### src/include/pmc_pkg.sv
// Package of constants and types for the power mode controller
package pmc_pkg;
    // ****************************************
    // Register offsets
    // ****************************************
    localparam logic [11:0] OFS_POWER_MODE_CONTROL    = 12'h032;
    localparam logic [11:0] OFS_WAKE_EVENT_ENABLE     = 12'h034;
    localparam logic [11:0] OFS_GLOBAL_RESET_CONTROL  = 12'h126;
    localparam logic [11:0] OFS_INTERRUPT_ENABLE      = 12'h190;
    localparam logic [11:0] OFS_REGULATOR_CONTROL     = 12'h748;
    localparam logic [11:0] OFS_SLEEP_DELAY_SETTING   = 12'h04C;
    // ****************************************
    // Field positions
    // ****************************************
    localparam int MODE_LSB         = 0;
    localparam int WAKE_STATUS_BIT  = 4;
    localparam int WAKE_PIN_EN_BIT  = 0;
    localparam int ENERGY_IRQ_BIT   = 2;
    localparam int REG_OFF_BIT      = 7;
    // ****************************************
    // Reset values
    // ****************************************
    localparam logic [15:0] RST_WORD          = 16'h0000;
    localparam logic [7:0]  RST_SLEEP_DELAY   = 8'h10;
    // ****************************************
    // Mode codes
    // ****************************************
    localparam logic [1:0] MODE_NORMAL  = 2'h0;
    localparam logic [1:0] MODE_ENERGY  = 2'h1;
    localparam logic [1:0] MODE_SOFT_PD = 2'h2;
    // ****************************************
    // Timing
    // ****************************************
    localparam int CLK_PERIOD_NS     = 40;
    localparam int WAKE_ENERGY_NS    = 100;
    localparam int WAKE_ENERGY_CYC   = (WAKE_ENERGY_NS + CLK_PERIOD_NS - 1) / CLK_PERIOD_NS;
    localparam int SLEEP_UNIT_CYC    = 256;
    typedef enum logic [1:0] {ST_NORMAL, ST_ENERGY_ON, ST_ENERGY_LOW, ST_SOFT_PD} pmc_state_t;
endpackage

### src/verilog/pmc_counter.sv
// Saturating cycle counter with clear
module pmc_counter
    import pmc_pkg::*;
#(
    parameter int W = 16
) (
    // Clock and reset
    input  wire logic         i_clk,
    input  wire logic         i_rst,
    // Control
    input  wire logic         i_clear,
    input  wire logic         i_run,
    // Count
    output logic [W-1:0]      o_count
);
    typedef struct packed {
        logic [W-1:0] count;
    } pmc_cnt_t;
    pmc_cnt_t r;
    pmc_cnt_t next_r;
    always_comb begin
        next_r = r;
        if (i_clear || !i_run) begin
            next_r.count = '0;
        end else if (r.count != {W{1'b1}}) begin
            next_r.count = r.count + 1'b1;
        end
    end
    always_ff @(posedge i_clk or posedge i_rst) begin
        if (i_rst) begin
            r <= '0;
        end else begin
            r <= next_r;
        end
    end
    assign o_count = r.count;
endmodule

### src/verilog/pmc_power_mode_controller.sv
// Power mode controller: mode decode, energy sleep/wake, soft power-down
// Operation
// - Decode mode field 00/01/10 from normal mode; energy mode stores 10 without entering soft power-down
// - Reset gives normal mode, field zero
// - Normal mode: clocks, PHY, MAC on
// - No energy past go-sleep time: low power
// - Low power keeps only energy detect on
// - Energy over 100 ns wakes to full power, energy mode kept
// - Energy event drives wake pin if enabled
// - Energy event raises interrupt if enabled
// - Read of global reset register wakes device
// - Fiber mode disables energy sleep/wake
// - Soft power-down stops clocks, PHY, MAC
// - Soft power-down defaults all but the regulator control register
// - Writing 00 leaves soft power-down
// - Straps resampled on soft power-down exit
// - Regulator-off bit resets 0, 1 turns off
module pmc_power_mode_controller
    import pmc_pkg::*;
(
    // Clock and reset
    input  wire logic        I_CLK,
    input  wire logic        I_RST,
    // Host register port
    input  wire logic        i_RD,
    input  wire logic        i_WR,
    input  wire logic [11:0] i_ADDR,
    input  wire logic [15:0] i_WDATA,
    output logic [15:0]      o_RDATA,
    // Link and straps
    input  wire logic        i_ENERGY,
    input  wire logic        i_FIBER,
    input  wire logic [7:0]  i_STRAPS,
    // Power controls
    output logic             o_PLL_EN,
    output logic             o_PHY_EN,
    output logic             o_MAC_EN,
    output logic             o_RX_ENERGY_EN,
    output logic             o_HOST_EN,
    output logic             o_SOFT_RESET,
    output logic             o_REG_OFF,
    output logic [7:0]       o_STRAP_LATCH,
    // Wake signals
    output logic             o_POWER_EVENT,
    output logic             o_IRQ
);
    // ****************************************
    // State
    // ****************************************
    typedef struct packed {
        pmc_state_t  st;
        logic [1:0]  mode;
        logic        wake_status;
        logic [15:0] wake_enable;
        logic [15:0] irq_enable;
        logic [15:0] reg_ctrl;
        logic [7:0]  sleep_delay;
        logic [15:0] rdata;
        logic        pll_en;
        logic        phy_en;
        logic        mac_en;
        logic        rx_en;
        logic        host_en;
        logic        soft_reset;
        logic        power_event;
        logic        irq;
        logic        strap_req;
        logic [7:0]  straps;
    } pmc_reg_t;
    pmc_reg_t r;
    pmc_reg_t next_r;
    logic [15:0] idle_cnt;
    logic [15:0] energy_cnt;
    logic        sleep_due;
    logic        wake_due;
    logic        wr_mode;
    logic        rd_wake;
    logic [1:0]  eff_mode;
    // ****************************************
    // Timers
    // ****************************************
    pmc_counter #(.W(16)) u_idle (
        .i_clk   (I_CLK),
        .i_rst   (I_RST),
        .i_clear (r.st != ST_ENERGY_ON),
        .i_run   (!i_ENERGY),
        .o_count (idle_cnt)
    );
    pmc_counter #(.W(16)) u_energy (
        .i_clk   (I_CLK),
        .i_rst   (I_RST),
        .i_clear (r.st != ST_ENERGY_LOW),
        .i_run   (i_ENERGY),
        .o_count (energy_cnt)
    );
    assign sleep_due = (idle_cnt >= 16'({r.sleep_delay, 8'h00})) && !i_FIBER;
    assign wake_due  = (energy_cnt >= 16'(WAKE_ENERGY_CYC)) && !i_FIBER;
    assign wr_mode   = i_WR && (i_ADDR == OFS_POWER_MODE_CONTROL);
    assign rd_wake   = i_RD && (i_ADDR == OFS_GLOBAL_RESET_CONTROL);
    // Mode 11 falls back to normal
    assign eff_mode  = (i_WDATA[1:0] == 2'h3) ? MODE_NORMAL : i_WDATA[1:0];
    // ****************************************
    // Next state
    // ****************************************
    always_comb begin
        next_r = r;
        next_r.soft_reset = 1'b0;
        next_r.strap_req  = 1'b0;
        next_r.power_event = 1'b0;
        next_r.irq        = 1'b0;
        // Register writes, blocked in soft power-down except mode
        if (i_WR && r.st != ST_SOFT_PD) begin
            unique case (i_ADDR)
                OFS_WAKE_EVENT_ENABLE:   next_r.wake_enable = i_WDATA;
                OFS_INTERRUPT_ENABLE:    next_r.irq_enable  = i_WDATA;
                OFS_REGULATOR_CONTROL:   next_r.reg_ctrl    = i_WDATA;
                OFS_SLEEP_DELAY_SETTING: next_r.sleep_delay = i_WDATA[7:0];
                OFS_POWER_MODE_CONTROL:  if (i_WDATA[WAKE_STATUS_BIT]) begin
                    next_r.wake_status = 1'b0;
                end
                default: ;
            endcase
        end
        unique case (r.st)
            ST_NORMAL: begin
                if (wr_mode) begin
                    next_r.mode = eff_mode;
                    if (eff_mode == MODE_ENERGY) begin
                        next_r.st = ST_ENERGY_ON;
                    end else if (eff_mode == MODE_SOFT_PD) begin
                        next_r.st         = ST_SOFT_PD;
                        next_r.soft_reset = 1'b1;
                        next_r.wake_enable = RST_WORD;
                        next_r.irq_enable  = RST_WORD;
                        next_r.sleep_delay = RST_SLEEP_DELAY;
                        next_r.wake_status = 1'b0;
                    end
                end
            end
            ST_ENERGY_ON: begin
                if (wr_mode) begin
                    next_r.mode = eff_mode;
                    if (eff_mode == MODE_NORMAL) begin
                        next_r.st = ST_NORMAL;
                    end
                end else if (sleep_due) begin
                    next_r.st = ST_ENERGY_LOW;
                end
            end
            ST_ENERGY_LOW: begin
                if (rd_wake || wake_due) begin
                    next_r.st = ST_ENERGY_ON;
                end
                // Energy event flagged even when a wake read lands together
                if (wake_due) begin
                    next_r.wake_status = 1'b1;
                    next_r.power_event = r.wake_enable[WAKE_PIN_EN_BIT];
                    next_r.irq         = r.irq_enable[ENERGY_IRQ_BIT];
                end
            end
            ST_SOFT_PD: begin
                if (wr_mode && i_WDATA[1:0] == MODE_NORMAL) begin
                    next_r.mode      = MODE_NORMAL;
                    next_r.st        = ST_NORMAL;
                    next_r.strap_req = 1'b1;
                end
            end
        endcase
        // Event pins hold until the host wake read or any write to the mode register
        if (r.power_event && !(rd_wake || wr_mode)) begin
            next_r.power_event = 1'b1;
        end
        if (r.irq && !(rd_wake || wr_mode)) begin
            next_r.irq = 1'b1;
        end
        if (r.strap_req) begin
            next_r.straps = i_STRAPS;
        end
        // Block enables from the next state
        next_r.pll_en  = (next_r.st == ST_NORMAL) || (next_r.st == ST_ENERGY_ON);
        next_r.phy_en  = next_r.pll_en;
        next_r.mac_en  = next_r.pll_en;
        next_r.host_en = next_r.pll_en;
        next_r.rx_en   = next_r.st != ST_SOFT_PD;
        // Read data
        next_r.rdata = RST_WORD;
        if (i_RD) begin
            unique case (i_ADDR)
                OFS_POWER_MODE_CONTROL: begin
                    next_r.rdata[1:0] = r.mode;
                    next_r.rdata[WAKE_STATUS_BIT] = r.wake_status;
                end
                OFS_WAKE_EVENT_ENABLE:   next_r.rdata = r.wake_enable;
                OFS_INTERRUPT_ENABLE:    next_r.rdata = r.irq_enable;
                OFS_REGULATOR_CONTROL:   next_r.rdata = r.reg_ctrl;
                OFS_SLEEP_DELAY_SETTING: next_r.rdata = {8'h00, r.sleep_delay};
                default: next_r.rdata = RST_WORD;
            endcase
        end
    end
    // ****************************************
    // Registers
    // ****************************************
    always_ff @(posedge I_CLK or posedge I_RST) begin
        if (I_RST) begin
            r             <= '0;
            r.st          <= ST_NORMAL;
            r.mode        <= MODE_NORMAL;
            r.sleep_delay <= RST_SLEEP_DELAY;
            r.reg_ctrl    <= RST_WORD;
            r.pll_en      <= 1'b1;
            r.phy_en      <= 1'b1;
            r.mac_en      <= 1'b1;
            r.host_en     <= 1'b1;
            r.rx_en       <= 1'b1;
            r.strap_req   <= 1'b1;
        end else begin
            r <= next_r;
        end
    end
    assign o_RDATA        = r.rdata;
    assign o_PLL_EN       = r.pll_en;
    assign o_PHY_EN       = r.phy_en;
    assign o_MAC_EN       = r.mac_en;
    assign o_HOST_EN      = r.host_en;
    assign o_RX_ENERGY_EN = r.rx_en;
    assign o_SOFT_RESET   = r.soft_reset;
    assign o_REG_OFF      = r.reg_ctrl[REG_OFF_BIT];
    assign o_STRAP_LATCH  = r.straps;
    assign o_POWER_EVENT  = r.power_event;
    assign o_IRQ          = r.irq;
    // ****************************************
    // Checks
    // ****************************************
    property p_rst_normal;
        @(posedge I_CLK) $fell(I_RST) |-> (r.mode == MODE_NORMAL) && o_PLL_EN;
    endproperty
    a_rst_normal: assert property (p_rst_normal) else $error("not normal after reset");
    property p_mode_11;
        @(posedge I_CLK) disable iff (I_RST)
        (r.st == ST_NORMAL && wr_mode && i_WDATA[1:0] == 2'h3) |=> r.st == ST_NORMAL;
    endproperty
    a_mode_11: assert property (p_mode_11) else $error("mode 11 left normal");
    property p_pd_off;
        @(posedge I_CLK) disable iff (I_RST)
        (r.st == ST_SOFT_PD) |-> !o_PLL_EN && !o_PHY_EN && !o_MAC_EN;
    endproperty
    a_pd_off: assert property (p_pd_off) else $error("blocks on in power-down");
    property p_pd_reset;
        @(posedge I_CLK) disable iff (I_RST)
        (r.st == ST_NORMAL && wr_mode && eff_mode == MODE_SOFT_PD) |=>
            o_SOFT_RESET && r.wake_enable == RST_WORD;
    endproperty
    a_pd_reset: assert property (p_pd_reset) else $error("no default on power-down");
    property p_pd_exit;
        @(posedge I_CLK) disable iff (I_RST)
        (r.st == ST_SOFT_PD && wr_mode && i_WDATA[1:0] == MODE_NORMAL) |=>
            r.st == ST_NORMAL ##1 o_STRAP_LATCH == $past(i_STRAPS);
    endproperty
    a_pd_exit: assert property (p_pd_exit) else $error("bad power-down exit");
    property p_low_only_rx;
        @(posedge I_CLK) disable iff (I_RST)
        (r.st == ST_ENERGY_LOW) |-> !o_PLL_EN && !o_MAC_EN && o_RX_ENERGY_EN;
    endproperty
    a_low_only_rx: assert property (p_low_only_rx) else $error("low power enables wrong");
    property p_wake_energy;
        @(posedge I_CLK) disable iff (I_RST)
        (r.st == ST_ENERGY_LOW && !i_FIBER && !i_RD) ##1 (i_ENERGY && !i_RD)[*4]
            |=> r.st == ST_ENERGY_ON;
    endproperty
    a_wake_energy: assert property (p_wake_energy) else $error("no energy wake");
    property p_wake_read;
        @(posedge I_CLK) disable iff (I_RST)
        (r.st == ST_ENERGY_LOW && rd_wake) |=> r.st == ST_ENERGY_ON;
    endproperty
    a_wake_read: assert property (p_wake_read) else $error("read did not wake");
    property p_power_event;
        @(posedge I_CLK) disable iff (I_RST)
        (r.st == ST_ENERGY_LOW && wake_due && !rd_wake) |=>
            o_POWER_EVENT == $past(r.wake_enable[WAKE_PIN_EN_BIT])
            && o_IRQ == $past(r.irq_enable[ENERGY_IRQ_BIT]);
    endproperty
    a_power_event: assert property (p_power_event) else $error("wake outputs wrong");
    property p_fiber;
        @(posedge I_CLK) disable iff (I_RST)
        (r.st == ST_ENERGY_ON && i_FIBER && !wr_mode) |=> r.st == ST_ENERGY_ON;
    endproperty
    a_fiber: assert property (p_fiber) else $error("sleep in fiber mode");
endmodule

### config.mk
export PLATFORM = sky130hd
export DESIGN_NAME = pmc_power_mode_controller
export DESIGN_NICKNAME = d
export VERILOG_FILES = /design/src/include/pmc_pkg.sv /design/src/verilog/pmc_counter.sv /design/src/verilog/pmc_power_mode_controller.sv
export SDC_FILE = /design/constraint.sdc
export NUM_CORES = 1
export LEC_CHECK = 0
export BUFFER_PORTS_ARGS = -buffer_cell sky130_fd_sc_hd__buf_2
export CAP_MARGIN = 20
export CORE_MARGIN = 4
export CORE_UTILIZATION = 43
export CTS_CLUSTER_DIAMETER = 50
export DETAILED_ROUTE_END_ITERATION = 8
export GPL_TIMING_DRIVEN = 0
export RECOVER_POWER = 25
export SYNTH_ARGS = -nofsm -noshare
export SYNTH_HDL_FRONTEND = slang
export SYNTH_SLANG_ARGS = --single-unit
### constraint.sdc
create_clock -name I_CLK -period 11.4 [get_ports I_CLK]
set_input_delay 3.42 -clock I_CLK [delete_from_list [all_inputs] [get_ports I_CLK]]
set_output_delay 3.42 -clock I_CLK [all_outputs]
set_load 0.005 [all_outputs]
==> flow_summary.yaml <==
finish:
  multiInputGateArea_um2: 2670
  synthToLayoutAreaGrowth_pct: 18.9
  layout-drive-gt1-share_pct: 26.1
  nets: 779
  seq_area_um2: 3080
  nFillCells: 1263
  final_area_um2: 7370
  antennaDiodeCount: 0
clocking:
  hold_buffers: 0
  cts_root_buffer: "clkbuf_16"
  post_cts.repair.setup_buffers: 0
  path_clk_slew_ns: 0.06
  worstSkewPairLatency_ns: 0.42
  htree_levels: 4
  max-clock-path-buffers: 2
  cts.repair.resized: 0
  cts_tree: "done"
  cts.sinks: 123
  cts_buffers: 17
die:
  die_h_um: 128
  start_util_pct: 44.3
  core-area_um2: 14000
  die_x_um: 128
  dieArea_um2: 16400
  ios: 75
  rows: 43
detailed_routing:
  wl_per_cell_um: 17.2
  first_pass_iters: 6
  routed_wirelength_um: 15700
  final_antenna_net_count: 0
  drc: 0
  vias: 5120
  routed_via_density: 5.61
  drt_iter0_markers: 500
logic_synthesis:
  syn_nets: 685
  ys.flop_type: "dfrtp_1"
  synthTopCellsByArea: "dfrtp_1 48%, a21oi_1 4.9%, mux2_2 4.0%"
  syn_area_per_cell_um2: 9.88
  synthCells: 627
  synthTopCellsByCount: "119 x dfrtp_1, 61 x a21oi_1, 56 x nand2_1, 50 x nor2_1, 47 x nand3_1"
  yosysSeqAreaShare_pct: 49.7
  synth_most_common_cell: "dfrtp_1"
  syn-cell-area_um2: 6200
  ys_ff_latch: 123
  yosys.cell_types.count: 56
  netlist.area_leader.share_pct: 48.1
  synthArstFlopShare_pct: 100
  synth_enable_flop_cells: 0
  yosys_warnings: 0
  synth_area_leader_cell: "dfrtp_1"
power_and_ir_drop:
  ir_drop_mv: 0.101
  power_density_nw_per_um2: 140
  p_leak_nw: 3.37
place:
  finalWeightedCongestion: 0.889
  place_hpwl_um: 10800
  place_area_um2: 6830
  place_ws_ns: 5.96
  io_buffers: 74
grt:
  grtUsageTotal_pct: 20.1
  antenna_found_initial: 0
  grt-ovfl-total: 0
  grt_pass1_vias: 5131
  grt_pass1_wl_um: 26300
  grt_start_max_net_pins: 81
worst_setup_path:
  reg2reg_to: "r[65]$_DFF_PP0_"
  r2r_start: "r[93]$_DFF_PP0_"
  endpoint_kind: "flip-flop"
  rrSetupSlack_ns: 9.07
  cp_max_fo: 10
  arrival_ns: 5.34
  worst_path_max_delay_cell: "clkbuf_1"
  critPathRequiredTime_ns: 11.72
  crit_path_max_incr_delay_ns: 0.51
  reg2reg_depth: 8
  crit_chain: "buf_2 -> nor4b_1 -> and4_1 -> buf_6 -> clkbuf_1 -> a22oi_1 -> a31oi_1"
  crit_family: "buffers and inverters"
  cp-start-kind: "input port"
  worstSetupPathType: "input port to flip-flop"
  cp_num_buf_inv: 3
timing:
  finalCritPeriodShare_pct: 44.0
  grt_setup_unrepaired: "no"
  max_freq_ghz: 0.199
  worst_pin_slew_ns: 1.97
  slew_headroom_pct: -31.7
  hold_viol: 0
  final_max_slew_viol_count: 44
  skew_ns: 0.00820
  fin_ws_ns: 6.38
  fin_tns_setup_ns: 0
  min_period_ns: 5.02
  finalSetupViolations: 0
hold_path:
  min_from: "r[41]$_DFFE_PP0P_"
  hp-class: "flip-flop to flip-flop"
  hold_path_depth: 2
  hold_end: "r[41]$_DFFE_PP0P_"
flow_run:
  cap_viol_max_count: 1
outcome:
  failed_checks: "capacitance limit, slew limit"
  status: "complete, but fails checks"
-- worst max-delay path by stage --
stage	cells past startpoint	slack [ns]	startpoint	endpoint
after floorplan	1	4.72	I_RST	o_IRQ$_DFF_PP0_
after global placement	2	3.33	I_RST	o_RDATA[8]$_DFF_PP0_
after detailed placement	7	5.96	i_ADDR[0]	o_RDATA[4]$_DFF_PP0_
after CTS	7	6.37	i_ADDR[0]	o_RDATA[4]$_DFF_PP0_
after global routing	7	6.23	i_ADDR[4]	o_RDATA[4]$_DFF_PP0_
final	7	6.38	i_ADDR[4]	o_RDATA[4]$_DFF_PP0_
-- cell type report --
cell class              count  share of cell area [%]
well taps                 180                    3.06
multi-input cells         423                    36.3
repair buffers             75                    5.38
clock inverters            14                    1.68
plain buffers              61                    4.97
clock buffers              17                    5.77
flip-flops and latches    123                    41.8
inverters                  20                    1.04
-- through the flow --
| step | std cells | power [mW] | hold WS [ns] | util (%) |
|---|---|---|---|---|
| global route | 913 | 1.07 | 0.518 | 52.7 |
| global placement | 881 | 0.532 | 0.472 | 48.6 |
| floorplan | 627 | 0.503 | 0.450 | - |
| detailed placement | 882 | 0.536 | 0.482 | 48.8 |
| finish | 913 | 1.03 | 0.492 | 52.7 |
| CTS | 913 | 1.04 | 0.494 | 52.7 |
-- logic make-up (layout without fill, tap and decap cells) --
kind of cell / Yosys count / count (layout) / synth area share [%]
AND/OR/NAND/NOR: 233 / 233 / 19.4
multiplexers: 25 / 25 / 4.48
flip-flops: 123 / 123 / 49.7
AO/OA/AOI/OAI: 130 / 130 / 13.3
XOR/XNOR: 19 / 19 / 2.69
buffers and inverters: 81 / 187 / 7.13
adder cells (fa/ha/maj): 16 / 16 / 3.23
-- placed cells by master (no fill, tap or decap), types with 6 or more instances in the layout --
cell / n
clkbuf_16: 17
clkbuf_1: 13
a21oi_1: 61
and4_1: 8
a22oi_1: 17
mux2_2: 22
o21ai_0: 11
nor4_1: 6
inv_1: 19
nand3_1: 47
nor3_1: 12
buf_4: 28
nor4b_1: 7
nand2_1: 56
dfrtp_1: 119
nor2_1: 50
a222oi_1: 7
a31oi_1: 9
nand4_1: 8
xnor2_1: 15
buf_2: 92
ha_1: 16
-- worst reg2reg max path, delay by kind of cell, from the launching register on --
kind | cells | cell delay (ns)
AND/OR/NAND/NOR | 4 | 0.90
buffers and inverters | 3 | 0.87
flip-flops | 1 | 0.35
AO/OA/AOI/OAI | 1 | 0.07
-- report_power, final --
| part | leakage (nW) | switching [mW] | internal (mW) |
|---|---|---|---|
| Clock | 0.262 | 0.202 | 0.298 |
| Combinational | 1.43 | 0.0504 | 0.0293 |
| Sequential | 1.67 | 0.00399 | 0.444 |
| Total | 3.37 | 0.256 | 0.772 |
-- routing by layer --
| metal | GRT usage (%) | part of all wire, % | wire length (um) | vias to the layer above |
|---|---|---|---|---|
| met1 | 27.7 | 46 | 7280 | 2496 |
| met2 | 31.9 | 46 | 7310 | 189 |
| met5 | 0 | 0 | 0 | - |
| met3 | 4.33 | 6.3 | 984 | 16 |
| met4 | 6.55 | 1.0 | 162 | 0 |
| li1 | - | - | - | 2419 |
-- flip-flops by register name, summed over array words and instances, names as in the netlist --
| signal | count |
|---|---|
| r | 61 |
| o_RDATA | 16 |
| u_energy.o_count | 16 |
| u_idle.o_count | 16 |
| o_STRAP_LATCH | 8 |
| o_HOST_EN | 1 |
| o_IRQ | 1 |
| o_POWER_EVENT | 1 |
| o_REG_OFF | 1 |
| o_RX_ENERGY_EN | 1 |
| o_SOFT_RESET | 1 |
Note: power is estimated with default switching activity, not from simulation.
